**src/include/uit_defines.svh**
```systemverilog
// Named constants of the interrupt, threshold and shadow block of the UART.
// Included by the top and priority design files; definitions only.
`ifndef UIT_DEFINES_SVH
`define UIT_DEFINES_SVH

// Bus address width and register byte offsets
`define UIT_AW             8
`define UIT_OFF_DATA       8'h00
`define UIT_OFF_IER        8'h04
`define UIT_OFF_IIR        8'h08
`define UIT_OFF_LSR        8'h14
`define UIT_OFF_SHADOW_LO  8'h30
`define UIT_OFF_SHADOW_HI  8'h6c
`define UIT_OFF_SFE        8'h88
`define UIT_OFF_SRT        8'h8c
`define UIT_OFF_STER       8'h90

// Enable register fields
`define UIT_IER_RDA        0
`define UIT_IER_TX_HOLDING_EMPTY       1
`define UIT_IER_LINE       2
`define UIT_IER_PROG       7
`define UIT_IER_RST        8'h00

// FIFO control fields
`define UIT_FCR_EN         0
`define UIT_FCR_RXRST      1
`define UIT_FCR_TXRST      2
`define UIT_FCR_TET_LO     4
`define UIT_FCR_TET_HI     5
`define UIT_FCR_RT_LO      6
`define UIT_FCR_RT_HI      7
`define UIT_FCR_RST        8'h00

// Threshold and trigger selections
`define UIT_SEL_0          2'h0
`define UIT_SEL_1          2'h1
`define UIT_SEL_2          2'h2
`define UIT_SEL_3          2'h3
`define UIT_TET_TWO_LEVEL  2
`define UIT_RT_FULL_GAP    2

// Line status fields
`define UIT_LSR_DR         0
`define UIT_LSR_OE         1
`define UIT_LSR_PE         2
`define UIT_LSR_FE         3
`define UIT_LSR_BI         4
`define UIT_LSR_TX_HOLDING_EMPTY       5
`define UIT_LSR_TEMT       6
`define UIT_LSR_RFE        7

// Identification codes and FIFO flag field
`define UIT_ID_NONE        4'h1
`define UIT_ID_LINE        4'h6
`define UIT_ID_RDA         4'h4
`define UIT_ID_TMO         4'hc
`define UIT_ID_TX_HOLDING_EMPTY        4'h2
`define UIT_IIR_FIFO_ON    2'h3
`define UIT_IIR_FIFO_OFF   2'h0

// Character timing
`define UIT_BAUD_PER_BIT   16
`define UIT_TMO_CHARS      4

// Bus responses
`define UIT_RESP_OKAY      2'h0
`define UIT_RESP_SLVERR    2'h2

`endif

```
**src/include/uit_pkg.sv**
```systemverilog
// Types shared by the UART interrupt block.
// Assumes nothing beyond a SystemVerilog compiler.
package uit_pkg;
	typedef logic [7:0] uit_byte_t;    // Character or register byte
	typedef logic [3:0] uit_id_t;      // Identification code
	typedef logic [1:0] uit_resp_t;    // Bus response code
	// Register selected by a bus address
	typedef enum {
		REG_DATA, REG_IER, REG_IIR, REG_LSR,
		REG_SFE, REG_SRT, REG_STER, REG_NONE
	} uit_reg_e;
endpackage

```
**src/include/uit_fifo_if.sv**
```systemverilog
// Carrier between the UART block and one of its character FIFOs.
// Assumes one clock shared by both ends.
`timescale 1ns/100ps
`default_nettype none
interface uit_fifo_if #(
	parameter int W     = 8,
	parameter int DEPTH = 16,
	parameter int CW    = $clog2(DEPTH + 1)
);
	logic          push;       // Store push_data
	logic [W-1:0]  push_data;  // Character in
	logic          pop;        // Drop head
	logic [W-1:0]  pop_data;   // Head character
	logic [CW-1:0] count;      // Fill level
	logic          full;       // No room
	logic          empty;      // Nothing held
	logic          flush;      // Discard all

	modport fifo (input push, push_data, pop, flush,
		output pop_data, count, full, empty);
	modport user (output push, push_data, pop, flush,
		input pop_data, count, full, empty);
endinterface
`default_nettype wire

```
**src/rtl/uit_uart_irq.sv**
```systemverilog
// UART interrupt, programmable transmit threshold and shadow registers,
// reached over AXI4-Lite. Assumes the serial side runs on aclk: it pushes
// received characters with flags and pops transmit characters.
`timescale 1ns/100ps
`default_nettype none
`include "uit_defines.svh"
module uit_uart_irq #(
	parameter int FIFO_DEPTH = 16,   // Characters per FIFO
	parameter int CHAR_BITS  = 10    // Bits per character on the line
) (
	input  wire logic                     aclk,
	input  wire logic                     aresetn,
	input  wire logic                     ce,
	input  wire logic [`UIT_AW-1:0]       awaddr,
	input  wire logic                     awvalid,
	output logic                          awready,
	input  wire logic [31:0]              wdata,
	input  wire logic [3:0]               wstrb,
	input  wire logic                     wvalid,
	output logic                          wready,
	output uit_pkg::uit_resp_t            bresp,
	output logic                          bvalid,
	input  wire logic                     bready,
	input  wire logic [`UIT_AW-1:0]       araddr,
	input  wire logic                     arvalid,
	output logic                          arready,
	output logic [31:0]                   rdata,
	output uit_pkg::uit_resp_t            rresp,
	output logic                          rvalid,
	input  wire logic                     rready,
	input  wire logic                     rx_valid,
	input  wire uit_pkg::uit_byte_t       rx_data,
	input  wire logic                     rx_parity_err,
	input  wire logic                     rx_frame_err,
	input  wire logic                     rx_break,
	output logic                          tx_valid,
	output uit_pkg::uit_byte_t            tx_data,
	input  wire logic                     tx_ready,
	input  wire logic                     tx_idle,
	input  wire logic                     baud_tick,
	output logic                          irq
);
	import uit_pkg::*;

	localparam int CW        = $clog2(FIFO_DEPTH + 1);
	// Four character times counted in baud ticks
	localparam int TMO_TICKS = `UIT_TMO_CHARS * CHAR_BITS
		* `UIT_BAUD_PER_BIT;
	localparam int TW        = $clog2(TMO_TICKS + 1);

	uit_fifo_if #(.W(8), .DEPTH(FIFO_DEPTH)) rxf ();  // Receive FIFO
	uit_fifo_if #(.W(8), .DEPTH(FIFO_DEPTH)) txf ();  // Transmit FIFO

	// Receive and transmit storage; both freeze with the clock enable
	uit_fifo #(.W(8), .DEPTH(FIFO_DEPTH)) u_rx_fifo (
		.aclk    (aclk),
		.aresetn (aresetn),
		.ce      (ce),
		.f       (rxf)
	);
	uit_fifo #(.W(8), .DEPTH(FIFO_DEPTH)) u_tx_fifo (
		.aclk    (aclk),
		.aresetn (aresetn),
		.ce      (ce),
		.f       (txf)
	);

	// Software state
	uit_byte_t        irq_enable_reg;           // Interrupt enables
	uit_byte_t        fifo_control_reg;           // FIFO control
	logic [3:0]       err;           // Sticky {break, frame, parity, overrun}
	logic             tx_holding_empty_pend;     // Transmit-empty event pending
	logic             tx_holding_empty_cond_q;   // Previous transmit-empty level
	logic             tx_holding_empty_en_q;     // Previous transmit enable
	logic [TW-1:0]    tmo_cnt;       // Baud ticks since receive activity
	logic             irq_q;         // Registered interrupt
	// Bus state
	logic             aw_held;       // Write address taken
	logic [`UIT_AW-1:0] aw_addr;     // Its value
	logic             w_held;        // Write data taken
	uit_byte_t        w_byte;        // Low byte of write data
	logic             w_lane0;       // Low byte lane enabled
	logic             bvalid_q;
	uit_resp_t        bresp_q;
	logic             rvalid_q;
	logic [31:0]      rdata_q;
	uit_resp_t        rresp_q;
	// Next values
	uit_byte_t        next_ier;
	uit_byte_t        next_fcr;
	logic [3:0]       next_err;
	logic             next_tx_holding_empty_pend;
	logic [TW-1:0]    next_tmo_cnt;
	logic             next_aw_held;
	logic [`UIT_AW-1:0] next_aw_addr;
	logic             next_w_held;
	uit_byte_t        next_w_byte;
	logic             next_w_lane0;
	logic             next_bvalid;
	uit_resp_t        next_bresp;
	logic             next_rvalid;
	logic [31:0]      next_rdata;
	uit_resp_t        next_rresp;
	// Decoded and derived terms
	uit_reg_e         wr_sel;        // Register written
	uit_reg_e         rd_sel;        // Register read
	logic             do_wr;         // Write performed this cycle
	logic             do_rd;         // Read taken this cycle
	logic             fifo_en;       // FIFOs enabled
	logic             prog_mode;     // Threshold mode in force
	logic [CW-1:0]    tet_level;     // Transmit threshold level
	logic [CW-1:0]    rt_level;      // Receive trigger level
	logic             rx_full_eff;   // No room for a received character
	logic             tx_full_eff;   // No room for a transmit character
	logic             tx_holding_empty_cond;     // Transmit-empty level
	logic             rda_cond;      // Receive data condition
	logic             tmo_cond;      // Character timeout condition
	uit_byte_t        line_status_reg;           // Line status view
	uit_id_t          id;            // Current identification code
	logic             line_act;
	logic             rda_act;
	logic             tmo_act;
	logic             tx_holding_empty_act;

	// Map a byte address to a register; shadow words alias the data port
	function automatic uit_reg_e decode(input logic [`UIT_AW-1:0] a);
		logic [`UIT_AW-1:0] w;
		w = {a[`UIT_AW-1:2], 2'b00};
		if (w == `UIT_OFF_DATA)
			return REG_DATA;
		if (w >= `UIT_OFF_SHADOW_LO && w <= `UIT_OFF_SHADOW_HI)
			return REG_DATA;
		if (w == `UIT_OFF_IER)
			return REG_IER;
		if (w == `UIT_OFF_IIR)
			return REG_IIR;
		if (w == `UIT_OFF_LSR)
			return REG_LSR;
		if (w == `UIT_OFF_SFE)
			return REG_SFE;
		if (w == `UIT_OFF_SRT)
			return REG_SRT;
		if (w == `UIT_OFF_STER)
			return REG_STER;
		return REG_NONE;
	endfunction

	// Bus handshakes; nothing is taken while the clock enable is low
	assign awready = ce && !aw_held && !bvalid_q;
	assign wready  = ce && !w_held && !bvalid_q;
	assign arready = ce && !rvalid_q;
	assign bvalid  = bvalid_q;
	assign bresp   = bresp_q;
	assign rvalid  = rvalid_q;
	assign rdata   = rdata_q;
	assign rresp   = rresp_q;
	assign do_wr   = ce && aw_held && w_held && !bvalid_q;
	assign do_rd   = arvalid && arready;
	assign wr_sel  = decode(aw_addr);
	assign rd_sel  = decode(araddr);

	// Mode and level terms
	always_comb
	begin
		fifo_en   = fifo_control_reg[`UIT_FCR_EN];
		prog_mode = irq_enable_reg[`UIT_IER_PROG] && fifo_en;
		case (fifo_control_reg[`UIT_FCR_TET_HI:`UIT_FCR_TET_LO])
			`UIT_SEL_0: tet_level = '0;
			`UIT_SEL_1: tet_level = CW'(`UIT_TET_TWO_LEVEL);
			`UIT_SEL_2: tet_level = CW'(FIFO_DEPTH / 4);
			default:    tet_level = CW'(FIFO_DEPTH / 2);
		endcase
		case (fifo_control_reg[`UIT_FCR_RT_HI:`UIT_FCR_RT_LO])
			`UIT_SEL_0: rt_level = CW'(1);
			`UIT_SEL_1: rt_level = CW'(FIFO_DEPTH / 4);
			`UIT_SEL_2: rt_level = CW'(FIFO_DEPTH / 2);
			default:    rt_level = CW'(FIFO_DEPTH - `UIT_RT_FULL_GAP);
		endcase
		// Without FIFOs each side holds a single character
		rx_full_eff = fifo_en ? rxf.full : !rxf.empty;
		tx_full_eff = fifo_en ? txf.full : !txf.empty;
		if (prog_mode)
			tx_holding_empty_cond = (txf.count <= tet_level);
		else
			tx_holding_empty_cond = txf.empty;
		rda_cond = fifo_en ? (rxf.count >= rt_level)
			: !rxf.empty;
		tmo_cond = fifo_en && !rxf.empty
			&& (tmo_cnt == TW'(TMO_TICKS));
	end

	// Line status view
	always_comb
	begin
		line_status_reg                = '0;
		line_status_reg[`UIT_LSR_DR]   = !rxf.empty;
		line_status_reg[`UIT_LSR_OE]   = err[0];
		line_status_reg[`UIT_LSR_PE]   = err[1];
		line_status_reg[`UIT_LSR_FE]   = err[2];
		line_status_reg[`UIT_LSR_BI]   = err[3];
		// Full in threshold mode, empty otherwise
		line_status_reg[`UIT_LSR_TX_HOLDING_EMPTY] = prog_mode ? txf.full
			: txf.empty;
		line_status_reg[`UIT_LSR_TEMT] = txf.empty && tx_idle;
		line_status_reg[`UIT_LSR_RFE]  = fifo_en && |err[3:1];
	end

	// Enabled active sources and their priority
	assign line_act = irq_enable_reg[`UIT_IER_LINE] && |err;
	assign rda_act  = irq_enable_reg[`UIT_IER_RDA] && rda_cond;
	assign tmo_act  = irq_enable_reg[`UIT_IER_RDA] && tmo_cond;
	assign tx_holding_empty_act = irq_enable_reg[`UIT_IER_TX_HOLDING_EMPTY] && tx_holding_empty_pend;

	uit_irq_prio u_prio (
		.line_act (line_act),
		.rda_act  (rda_act),
		.tmo_act  (tmo_act),
		.tx_holding_empty_act (tx_holding_empty_act),
		.id       (id)
	);

	// FIFO connections and bus side effects on them
	always_comb
	begin
		rxf.push      = rx_valid && !rx_full_eff;
		rxf.push_data = rx_data;
		rxf.pop       = do_rd && rd_sel == REG_DATA;
		rxf.flush     = do_wr && (wr_sel == REG_IIR || wr_sel == REG_SFE)
			&& w_lane0 && (w_byte[`UIT_FCR_RXRST]
			|| w_byte[`UIT_FCR_EN] != fifo_en);
		txf.push      = do_wr && wr_sel == REG_DATA && w_lane0
			&& !tx_full_eff;
		txf.push_data = w_byte;
		txf.pop       = tx_valid && tx_ready;
		txf.flush     = do_wr && (wr_sel == REG_IIR || wr_sel == REG_SFE)
			&& w_lane0 && ((wr_sel == REG_IIR && w_byte[`UIT_FCR_TXRST])
			|| w_byte[`UIT_FCR_EN] != fifo_en);
	end
	assign tx_valid = !txf.empty;
	assign tx_data  = txf.pop_data;

	// Next values of registers, flags and bus state
	always_comb
	begin
		next_ier      = irq_enable_reg;
		next_fcr      = fifo_control_reg;
		next_aw_held  = aw_held;
		next_aw_addr  = aw_addr;
		next_w_held   = w_held;
		next_w_byte   = w_byte;
		next_w_lane0  = w_lane0;
		next_bvalid   = bvalid_q && !bready;
		next_bresp    = bresp_q;
		next_rvalid   = rvalid_q && !rready;
		next_rdata    = rdata_q;
		next_rresp    = rresp_q;
		if (awvalid && awready)
		begin
			next_aw_held = 1'b1;
			next_aw_addr = awaddr;
		end
		if (wvalid && wready)
		begin
			next_w_held  = 1'b1;
			next_w_byte  = wdata[7:0];
			next_w_lane0 = wstrb[0];
		end
		// Register writes once address and data are both held
		if (do_wr)
		begin
			next_aw_held = 1'b0;
			next_w_held  = 1'b0;
			next_bvalid  = 1'b1;
			next_bresp   = (wr_sel == REG_NONE) ? `UIT_RESP_SLVERR
				: `UIT_RESP_OKAY;
			if (w_lane0)
			begin
				case (wr_sel)
					REG_IER:  next_ier = w_byte;
					REG_IIR:  next_fcr = w_byte;
					REG_SFE:  next_fcr[`UIT_FCR_EN] =
						w_byte[0];
					REG_SRT:  next_fcr[`UIT_FCR_RT_HI:`UIT_FCR_RT_LO] =
						w_byte[1:0];
					REG_STER: next_fcr[`UIT_FCR_TET_HI:`UIT_FCR_TET_LO] =
						w_byte[1:0];
					default:  next_ier = irq_enable_reg;
				endcase
			end
			// Reset bits act once and are not stored
			next_fcr[`UIT_FCR_RXRST] = 1'b0;
			next_fcr[`UIT_FCR_TXRST] = 1'b0;
		end
		// Register reads
		if (do_rd)
		begin
			next_rvalid = 1'b1;
			next_rresp  = `UIT_RESP_OKAY;
			next_rdata  = '0;
			case (rd_sel)
				REG_DATA: next_rdata[7:0] = rxf.empty ? '0 : rxf.pop_data;
				REG_IER:  next_rdata[7:0] = irq_enable_reg;
				REG_IIR:  next_rdata[7:0] = {fifo_en ? `UIT_IIR_FIFO_ON
					: `UIT_IIR_FIFO_OFF, 2'b00, id};
				REG_LSR:  next_rdata[7:0] = line_status_reg;
				REG_SFE:  next_rdata[0] = fifo_control_reg[`UIT_FCR_EN];
				REG_SRT:  next_rdata[1:0] =
					fifo_control_reg[`UIT_FCR_RT_HI:`UIT_FCR_RT_LO];
				REG_STER: next_rdata[1:0] =
					fifo_control_reg[`UIT_FCR_TET_HI:`UIT_FCR_TET_LO];
				default:  next_rresp = `UIT_RESP_SLVERR;
			endcase
		end
	end

	// Next values of event flags and the timeout counter
	always_comb
	begin
		// Line errors: a new error wins over the status read
		next_err = err & ~{4{do_rd && rd_sel == REG_LSR}};
		next_err = next_err | {rx_valid && rx_break,
			rx_valid && rx_frame_err, rx_valid && rx_parity_err,
			rx_valid && rx_full_eff};
		// Transmit-empty event: set on entry or on enabling, set wins
		next_tx_holding_empty_pend = tx_holding_empty_pend;
		if ((do_rd && rd_sel == REG_IIR && id == `UIT_ID_TX_HOLDING_EMPTY)
			|| txf.push || !tx_holding_empty_cond)
			next_tx_holding_empty_pend = 1'b0;
		if (tx_holding_empty_cond && (!tx_holding_empty_cond_q
			|| (irq_enable_reg[`UIT_IER_TX_HOLDING_EMPTY] && !tx_holding_empty_en_q)))
			next_tx_holding_empty_pend = 1'b1;
		// Any receive activity or an empty FIFO restarts the count
		if (rxf.push || rxf.pop || rxf.empty)
			next_tmo_cnt = '0;
		else if (baud_tick && tmo_cnt != TW'(TMO_TICKS))
			next_tmo_cnt = TW'(tmo_cnt + 1'b1);
		else
			next_tmo_cnt = tmo_cnt;
	end

	// Register all state; a low clock enable freezes it
	always_ff @(posedge aclk)
	begin
		if (!aresetn)
		begin
			irq_enable_reg         <= `UIT_IER_RST;
			fifo_control_reg         <= `UIT_FCR_RST;
			err         <= '0;
			tx_holding_empty_pend   <= 1'b0;
			tx_holding_empty_cond_q <= 1'b0;
			tx_holding_empty_en_q   <= 1'b0;
			tmo_cnt     <= '0;
			irq_q       <= 1'b0;
			aw_held     <= 1'b0;
			aw_addr     <= '0;
			w_held      <= 1'b0;
			w_byte      <= '0;
			w_lane0     <= 1'b0;
			bvalid_q    <= 1'b0;
			bresp_q     <= `UIT_RESP_OKAY;
			rvalid_q    <= 1'b0;
			rdata_q     <= '0;
			rresp_q     <= `UIT_RESP_OKAY;
		end
		else if (ce)
		begin
			irq_enable_reg         <= next_ier;
			fifo_control_reg         <= next_fcr;
			err         <= next_err;
			tx_holding_empty_pend   <= next_tx_holding_empty_pend;
			tx_holding_empty_cond_q <= tx_holding_empty_cond;
			tx_holding_empty_en_q   <= irq_enable_reg[`UIT_IER_TX_HOLDING_EMPTY];
			tmo_cnt     <= next_tmo_cnt;
			irq_q       <= line_act || rda_act || tmo_act
				|| tx_holding_empty_act;
			aw_held     <= next_aw_held;
			aw_addr     <= next_aw_addr;
			w_held      <= next_w_held;
			w_byte      <= next_w_byte;
			w_lane0     <= next_w_lane0;
			bvalid_q    <= next_bvalid;
			bresp_q     <= next_bresp;
			rvalid_q    <= next_rvalid;
			rdata_q     <= next_rdata;
			rresp_q     <= next_rresp;
		end
	end
	assign irq = irq_q;

endmodule // uit_uart_irq
`default_nettype wire

```
**src/rtl/uit_fifo.sv**
```systemverilog
// Character FIFO in flip-flops, used for receive and transmit.
// Assumes DEPTH is a power of two; push when full and pop when empty
// are ignored.
`timescale 1ns/100ps
`default_nettype none
module uit_fifo #(
	parameter int W     = 8,
	parameter int DEPTH = 16
) (
	input  wire logic aclk,
	input  wire logic aresetn,
	input  wire logic ce,
	uit_fifo_if.fifo  f
);
	import uit_pkg::*;
	localparam int IW = $clog2(DEPTH);
	localparam int CW = $clog2(DEPTH + 1);

	logic [W-1:0]  mem [DEPTH];   // Storage
	logic [IW-1:0] wptr;          // Write index
	logic [IW-1:0] rptr;          // Read index
	logic [CW-1:0] count;         // Fill level
	logic [IW-1:0] next_wptr;
	logic [IW-1:0] next_rptr;
	logic [CW-1:0] next_count;
	logic          do_push;
	logic          do_pop;

	assign f.pop_data = mem[rptr];
	assign f.count    = count;
	assign f.full     = (count == CW'(DEPTH));
	assign f.empty    = (count == '0);

	// Pointer and level updates
	always_comb
	begin
		do_push    = f.push && !f.full;
		do_pop     = f.pop && !f.empty;
		next_wptr  = do_push ? IW'(wptr + 1'b1) : wptr;
		next_rptr  = do_pop ? IW'(rptr + 1'b1) : rptr;
		next_count = CW'(count + CW'(do_push) - CW'(do_pop));
		if (f.flush)
		begin
			next_wptr  = '0;
			next_rptr  = '0;
			next_count = '0;
		end
	end

	// Register pointers, level and storage
	always_ff @(posedge aclk)
	begin
		if (!aresetn)
		begin
			wptr  <= '0;
			rptr  <= '0;
			count <= '0;
		end
		else if (ce)
		begin
			wptr  <= next_wptr;
			rptr  <= next_rptr;
			count <= next_count;
			if (do_push && !f.flush)
				mem[wptr] <= f.push_data;
		end
	end
endmodule // uit_fifo
`default_nettype wire

```
**src/rtl/uit_irq_prio.sv**
```systemverilog
// Priority encoder from enabled active sources to identification code.
// Assumes each input already includes its enable.
`timescale 1ns/100ps
`default_nettype none
`include "uit_defines.svh"
module uit_irq_prio (
	input  wire logic     line_act,
	input  wire logic     rda_act,
	input  wire logic     tmo_act,
	input  wire logic     tx_holding_empty_act,
	output uit_pkg::uit_id_t id
);
	import uit_pkg::*;

	// Highest pending source wins; only documented codes can appear
	always_comb
	begin
		if (line_act)
			id = `UIT_ID_LINE;
		else if (rda_act)
			id = `UIT_ID_RDA;
		else if (tmo_act)
			id = `UIT_ID_TMO;
		else if (tx_holding_empty_act)
			id = `UIT_ID_TX_HOLDING_EMPTY;
		else
			id = `UIT_ID_NONE;
	end
endmodule // uit_irq_prio
`default_nettype wire

```
**config.mk**
```make
export PLATFORM = sky130hd
export DESIGN_NAME = uit_uart_irq
export DESIGN_NICKNAME = d
export VERILOG_FILES = /design/src/include/uit_pkg.sv /design/src/include/uit_fifo_if.sv /design/src/rtl/uit_uart_irq.sv /design/src/rtl/uit_fifo.sv /design/src/rtl/uit_irq_prio.sv
export VERILOG_INCLUDE_DIRS = /design/src /design/src/include
export SDC_FILE = /design/constraint.sdc
export NUM_CORES = 1
export LEC_CHECK = 0
export ABC_AREA = 0
export BUFFER_PORTS_ARGS = -buffer_cell sky130_fd_sc_hd__buf_2
export CAP_MARGIN = 20
export CORE_MARGIN = 4
export CORE_UTILIZATION = 45
export CTS_BUF_LIST = sky130_fd_sc_hd__clkbuf_8 sky130_fd_sc_hd__clkbuf_16
export DETAILED_ROUTE_END_ITERATION = 10
export GPL_ROUTABILITY_DRIVEN = 0
export HOLD_SLACK_MARGIN = 0.02
export PLACE_DENSITY = 0.65
export SLEW_MARGIN = 20
export SYNTH_ARGS = -nofsm -noshare
export SYNTH_HDL_FRONTEND = slang
export SYNTH_SLANG_ARGS = --single-unit
```
**constraint.sdc**
```tcl
create_clock -name aclk -period 3.5 [get_ports aclk]
set_input_delay 0.525 -clock aclk [delete_from_list [all_inputs] [get_ports aclk]]
set_output_delay 0.525 -clock aclk [all_outputs]
set_load 0.005 [all_outputs]
```
==> impl_metrics.yaml <==
synthesis:
  synth-main-ff-cell: "edfxtp_1"
  synthArstFlopShare_pct: 0
  yosysTopAreaCell: "edfxtp_1"
  synthesis.area_um2: 15200
  yosysUniqueCellTypes: 75
  ys_seq_area_share_pct: 63.0
  syn_avg_cell_area_um2: 14.5
  synth_seq_cells: 350
  ys_warn_count: 0
  syn_inst: 1049
  synth_top_area_share_pct: 50.6
  ys_top_cells_by_area: "edfxtp_1 (51%), dfxtp_1 (12%), mux4_2 (12%)"
  synth_edf_count: 256
setup_path:
  crit_fanout: 4
  crit_path_end: "u_tx_fifo.f.count[4]"
  worst-r2r-cell-count: 16
  startpoint: "u_tx_fifo.f.count[2]"
  crit_path_start_kind: "flip-flop"
  critPathRequiredTime_ns: 3.95
  r2r_setup_slack_ns: 0.33
  r2r-start: "u_tx_fifo.f.count[2]"
  cp.arrival_ns: 3.62
  worstSetupEndpointType: "flip-flop"
  worstSetupPathType: "flip-flop to flip-flop"
  r2r-end: "u_tx_fifo.f.count[4]"
sta:
  hold_viol_final: 0
  period_share_pct: 90.6
  slew_headroom_pct: 31.4
  worst_pin_slew_ns: 1.03
  slew_viol_final: 0
  rsz0062_at_grt: "no"
  setup_tns_ns: 0
  max_freq_mhz: 315
  period_needed_ns: 3.17
  finalSetupViolations: 0
  hold_ws_ns: 0.233
  finalClockSkew_ns: 0.0256
grt:
  grt_pass1_vias: 8939
  grt_max_degree: 58
  grt_overflow: 0
  track_usage_pct: 18.0
  grt_pass1_wl_um: 51500
  antenna_found_initial: 0
drt:
  drt-total-wl_um: 32700
  num_vias: 8995
  post_drt_wl_per_cell_um: 20.2
  drt_iter0_drc: 653
  vias_per_cell: 5.54
  ant_nets: 0
  remaining_drc_errors: 0
  firstDrtPassIters: 6
floorplanning:
  initial_core_util_pct: 46.2
  ioPinCount: 126
  coreArea_um2: 32900
  fp.dieH_um: 192
  num_rows: 66
  die_w_um: 192
  dieArea_um2: 36700
cells_and_area:
  diodes: 0
  drive_gt1_share_pct: 23.1
  nets: 1264
  top_regs: "u_rx_fifo.mem: 128 flops, u_tx_fifo.mem: 128 flops, tmo_cnt: 10 flops"
  final_common_cell: "edfxtp_1"
  area_delta_synth_final_pct: 14.6
  layout_common_cells: "edfxtp_1 (256), dfxtp_1 (91), nor2_1 (80)"
clocking:
  hold_buffers: 0
  cts_buffers: 38
  cts-root-buf: "clkbuf_16"
  cts_sinks: 350
  cts_tree: "done"
  cts_max_level: 2
  insertion_delay_ns: 0.52
  clk_path_buf_depth: 3
  clkSlewWorstSetupHoldPaths_ns: 0.06
power:
  p_leak_uw: 0.00591
  p_per_area_nw_per_um2: 543
  ir_drop_mv: 0.381
worst_hold_path:
  whs_path_depth: 3
  min-delay-start: "wdata[3]"
  hp-class: "input pin to flip-flop"
outcome:
  status: "complete, no violations"
placement:
  port_buffers: 68
  dp_hpwl_um: 22100
flow_run:
  drv_cap: 0
-- cell families after synthesis --
logic type      share of synthesized area [%]
buf+inv                                  3.40
xor+xnor                                 1.27
compound gates                           6.08
fa+ha+maj                                2.82
flops                                    63.0
other cells                            0.0247
mux                                      13.4
simple gates                             9.99
-- per-stage QoR --
step	power [uW]	std cells	util, %	setup WS [ns]	instance area (um2)
CTS	9520	1623	52.8	0.0539	17400
floorplan	5400	1074	-	0.00652	15300
detailed placement	5720	1558	49.2	0.00350	16200
global placement	5700	1558	49.2	0.0135	16200
global route	9860	1623	52.9	0.0584	17400
finish	9450	1623	52.9	0.330	17400
-- final cells by class --
cell class                      count  area [um2]
Clock buffer                       38         951
Inverter                           31         116
Fill cell                        2770       15500
Multi-Input combinational cell    616        5220
Tap cell                          442         553
Sequential cell                   350        9570
Clock inverter                     27         245
Timing Repair Buffer              119         736
-- power breakdown --
part / total, uW / leakage (uW) / switching [uW] / internal [uW]
logic: 1050 / 0.00228 / 552 / 501
clock network: 3780 / 0.000608 / 1570 / 2210
registers: 4620 / 0.00302 / 104 / 4510
-- synthesized netlist by cell type (7+ instances only) --
cell,number
buf_1,9
a211oi_1,8
or3_1,7
a31oi_1,9
nand3_1,19
o21ai_0,16
nand2_1,74
mux4_2,78
nand2b_1,15
clkbuf_1,36
inv_1,31
buf_4,26
nor2_1,80
ha_1,31
nor3_1,11
mux2i_1,25
a21oi_1,45
xor2_1,13
edfxtp_1,256
and2_1,11
dfxtp_1,94
xnor2_1,9
nand4_1,8
nor2b_1,15
a221oi_1,7
and3_1,18
-- repair_timing --
action | in CTS | in global routing
setup endpoints to repair | 0 | 1
gates resized for setup | 0 | 7
setup buffers | 0 | 0
-- critical path, cell delays in order, from the launching register on --
cell      delay (ns)
dfxtp_2         0.33
inv_1           0.08
ha_1            0.20
nor4b_4         0.25
a21oi_1         0.10
nor4b_2         0.29
o21ai_1         0.12
inv_1           0.08
ha_1            0.15
inv_1           0.05
fa_1            0.37
nand2b_1        0.18
a21oi_2         0.19
o21a_1          0.15
o21ai_0         0.08
or3_1           0.33
a21oi_1         0.13
-- worst min-delay path by stage --
stage,to,slack (ns)
floorplan,w_lane0,0.44
global placement,w_lane0,0.45
detailed placement,bresp[1],0.45
CTS,txf.push_data[3],0.21
global route,txf.push_data[3],0.23
finish,txf.push_data[3],0.23
-- layer usage --
layer  wire (um)  global-route usage (%)  share of wire, %
met5           0                       0                 0
met4         424                    3.37               1.3
met3        1860                    3.14               5.7
met2       16200                    29.9                49
met1       14300                    25.4                44
Power figures use the tool's default switching activity.
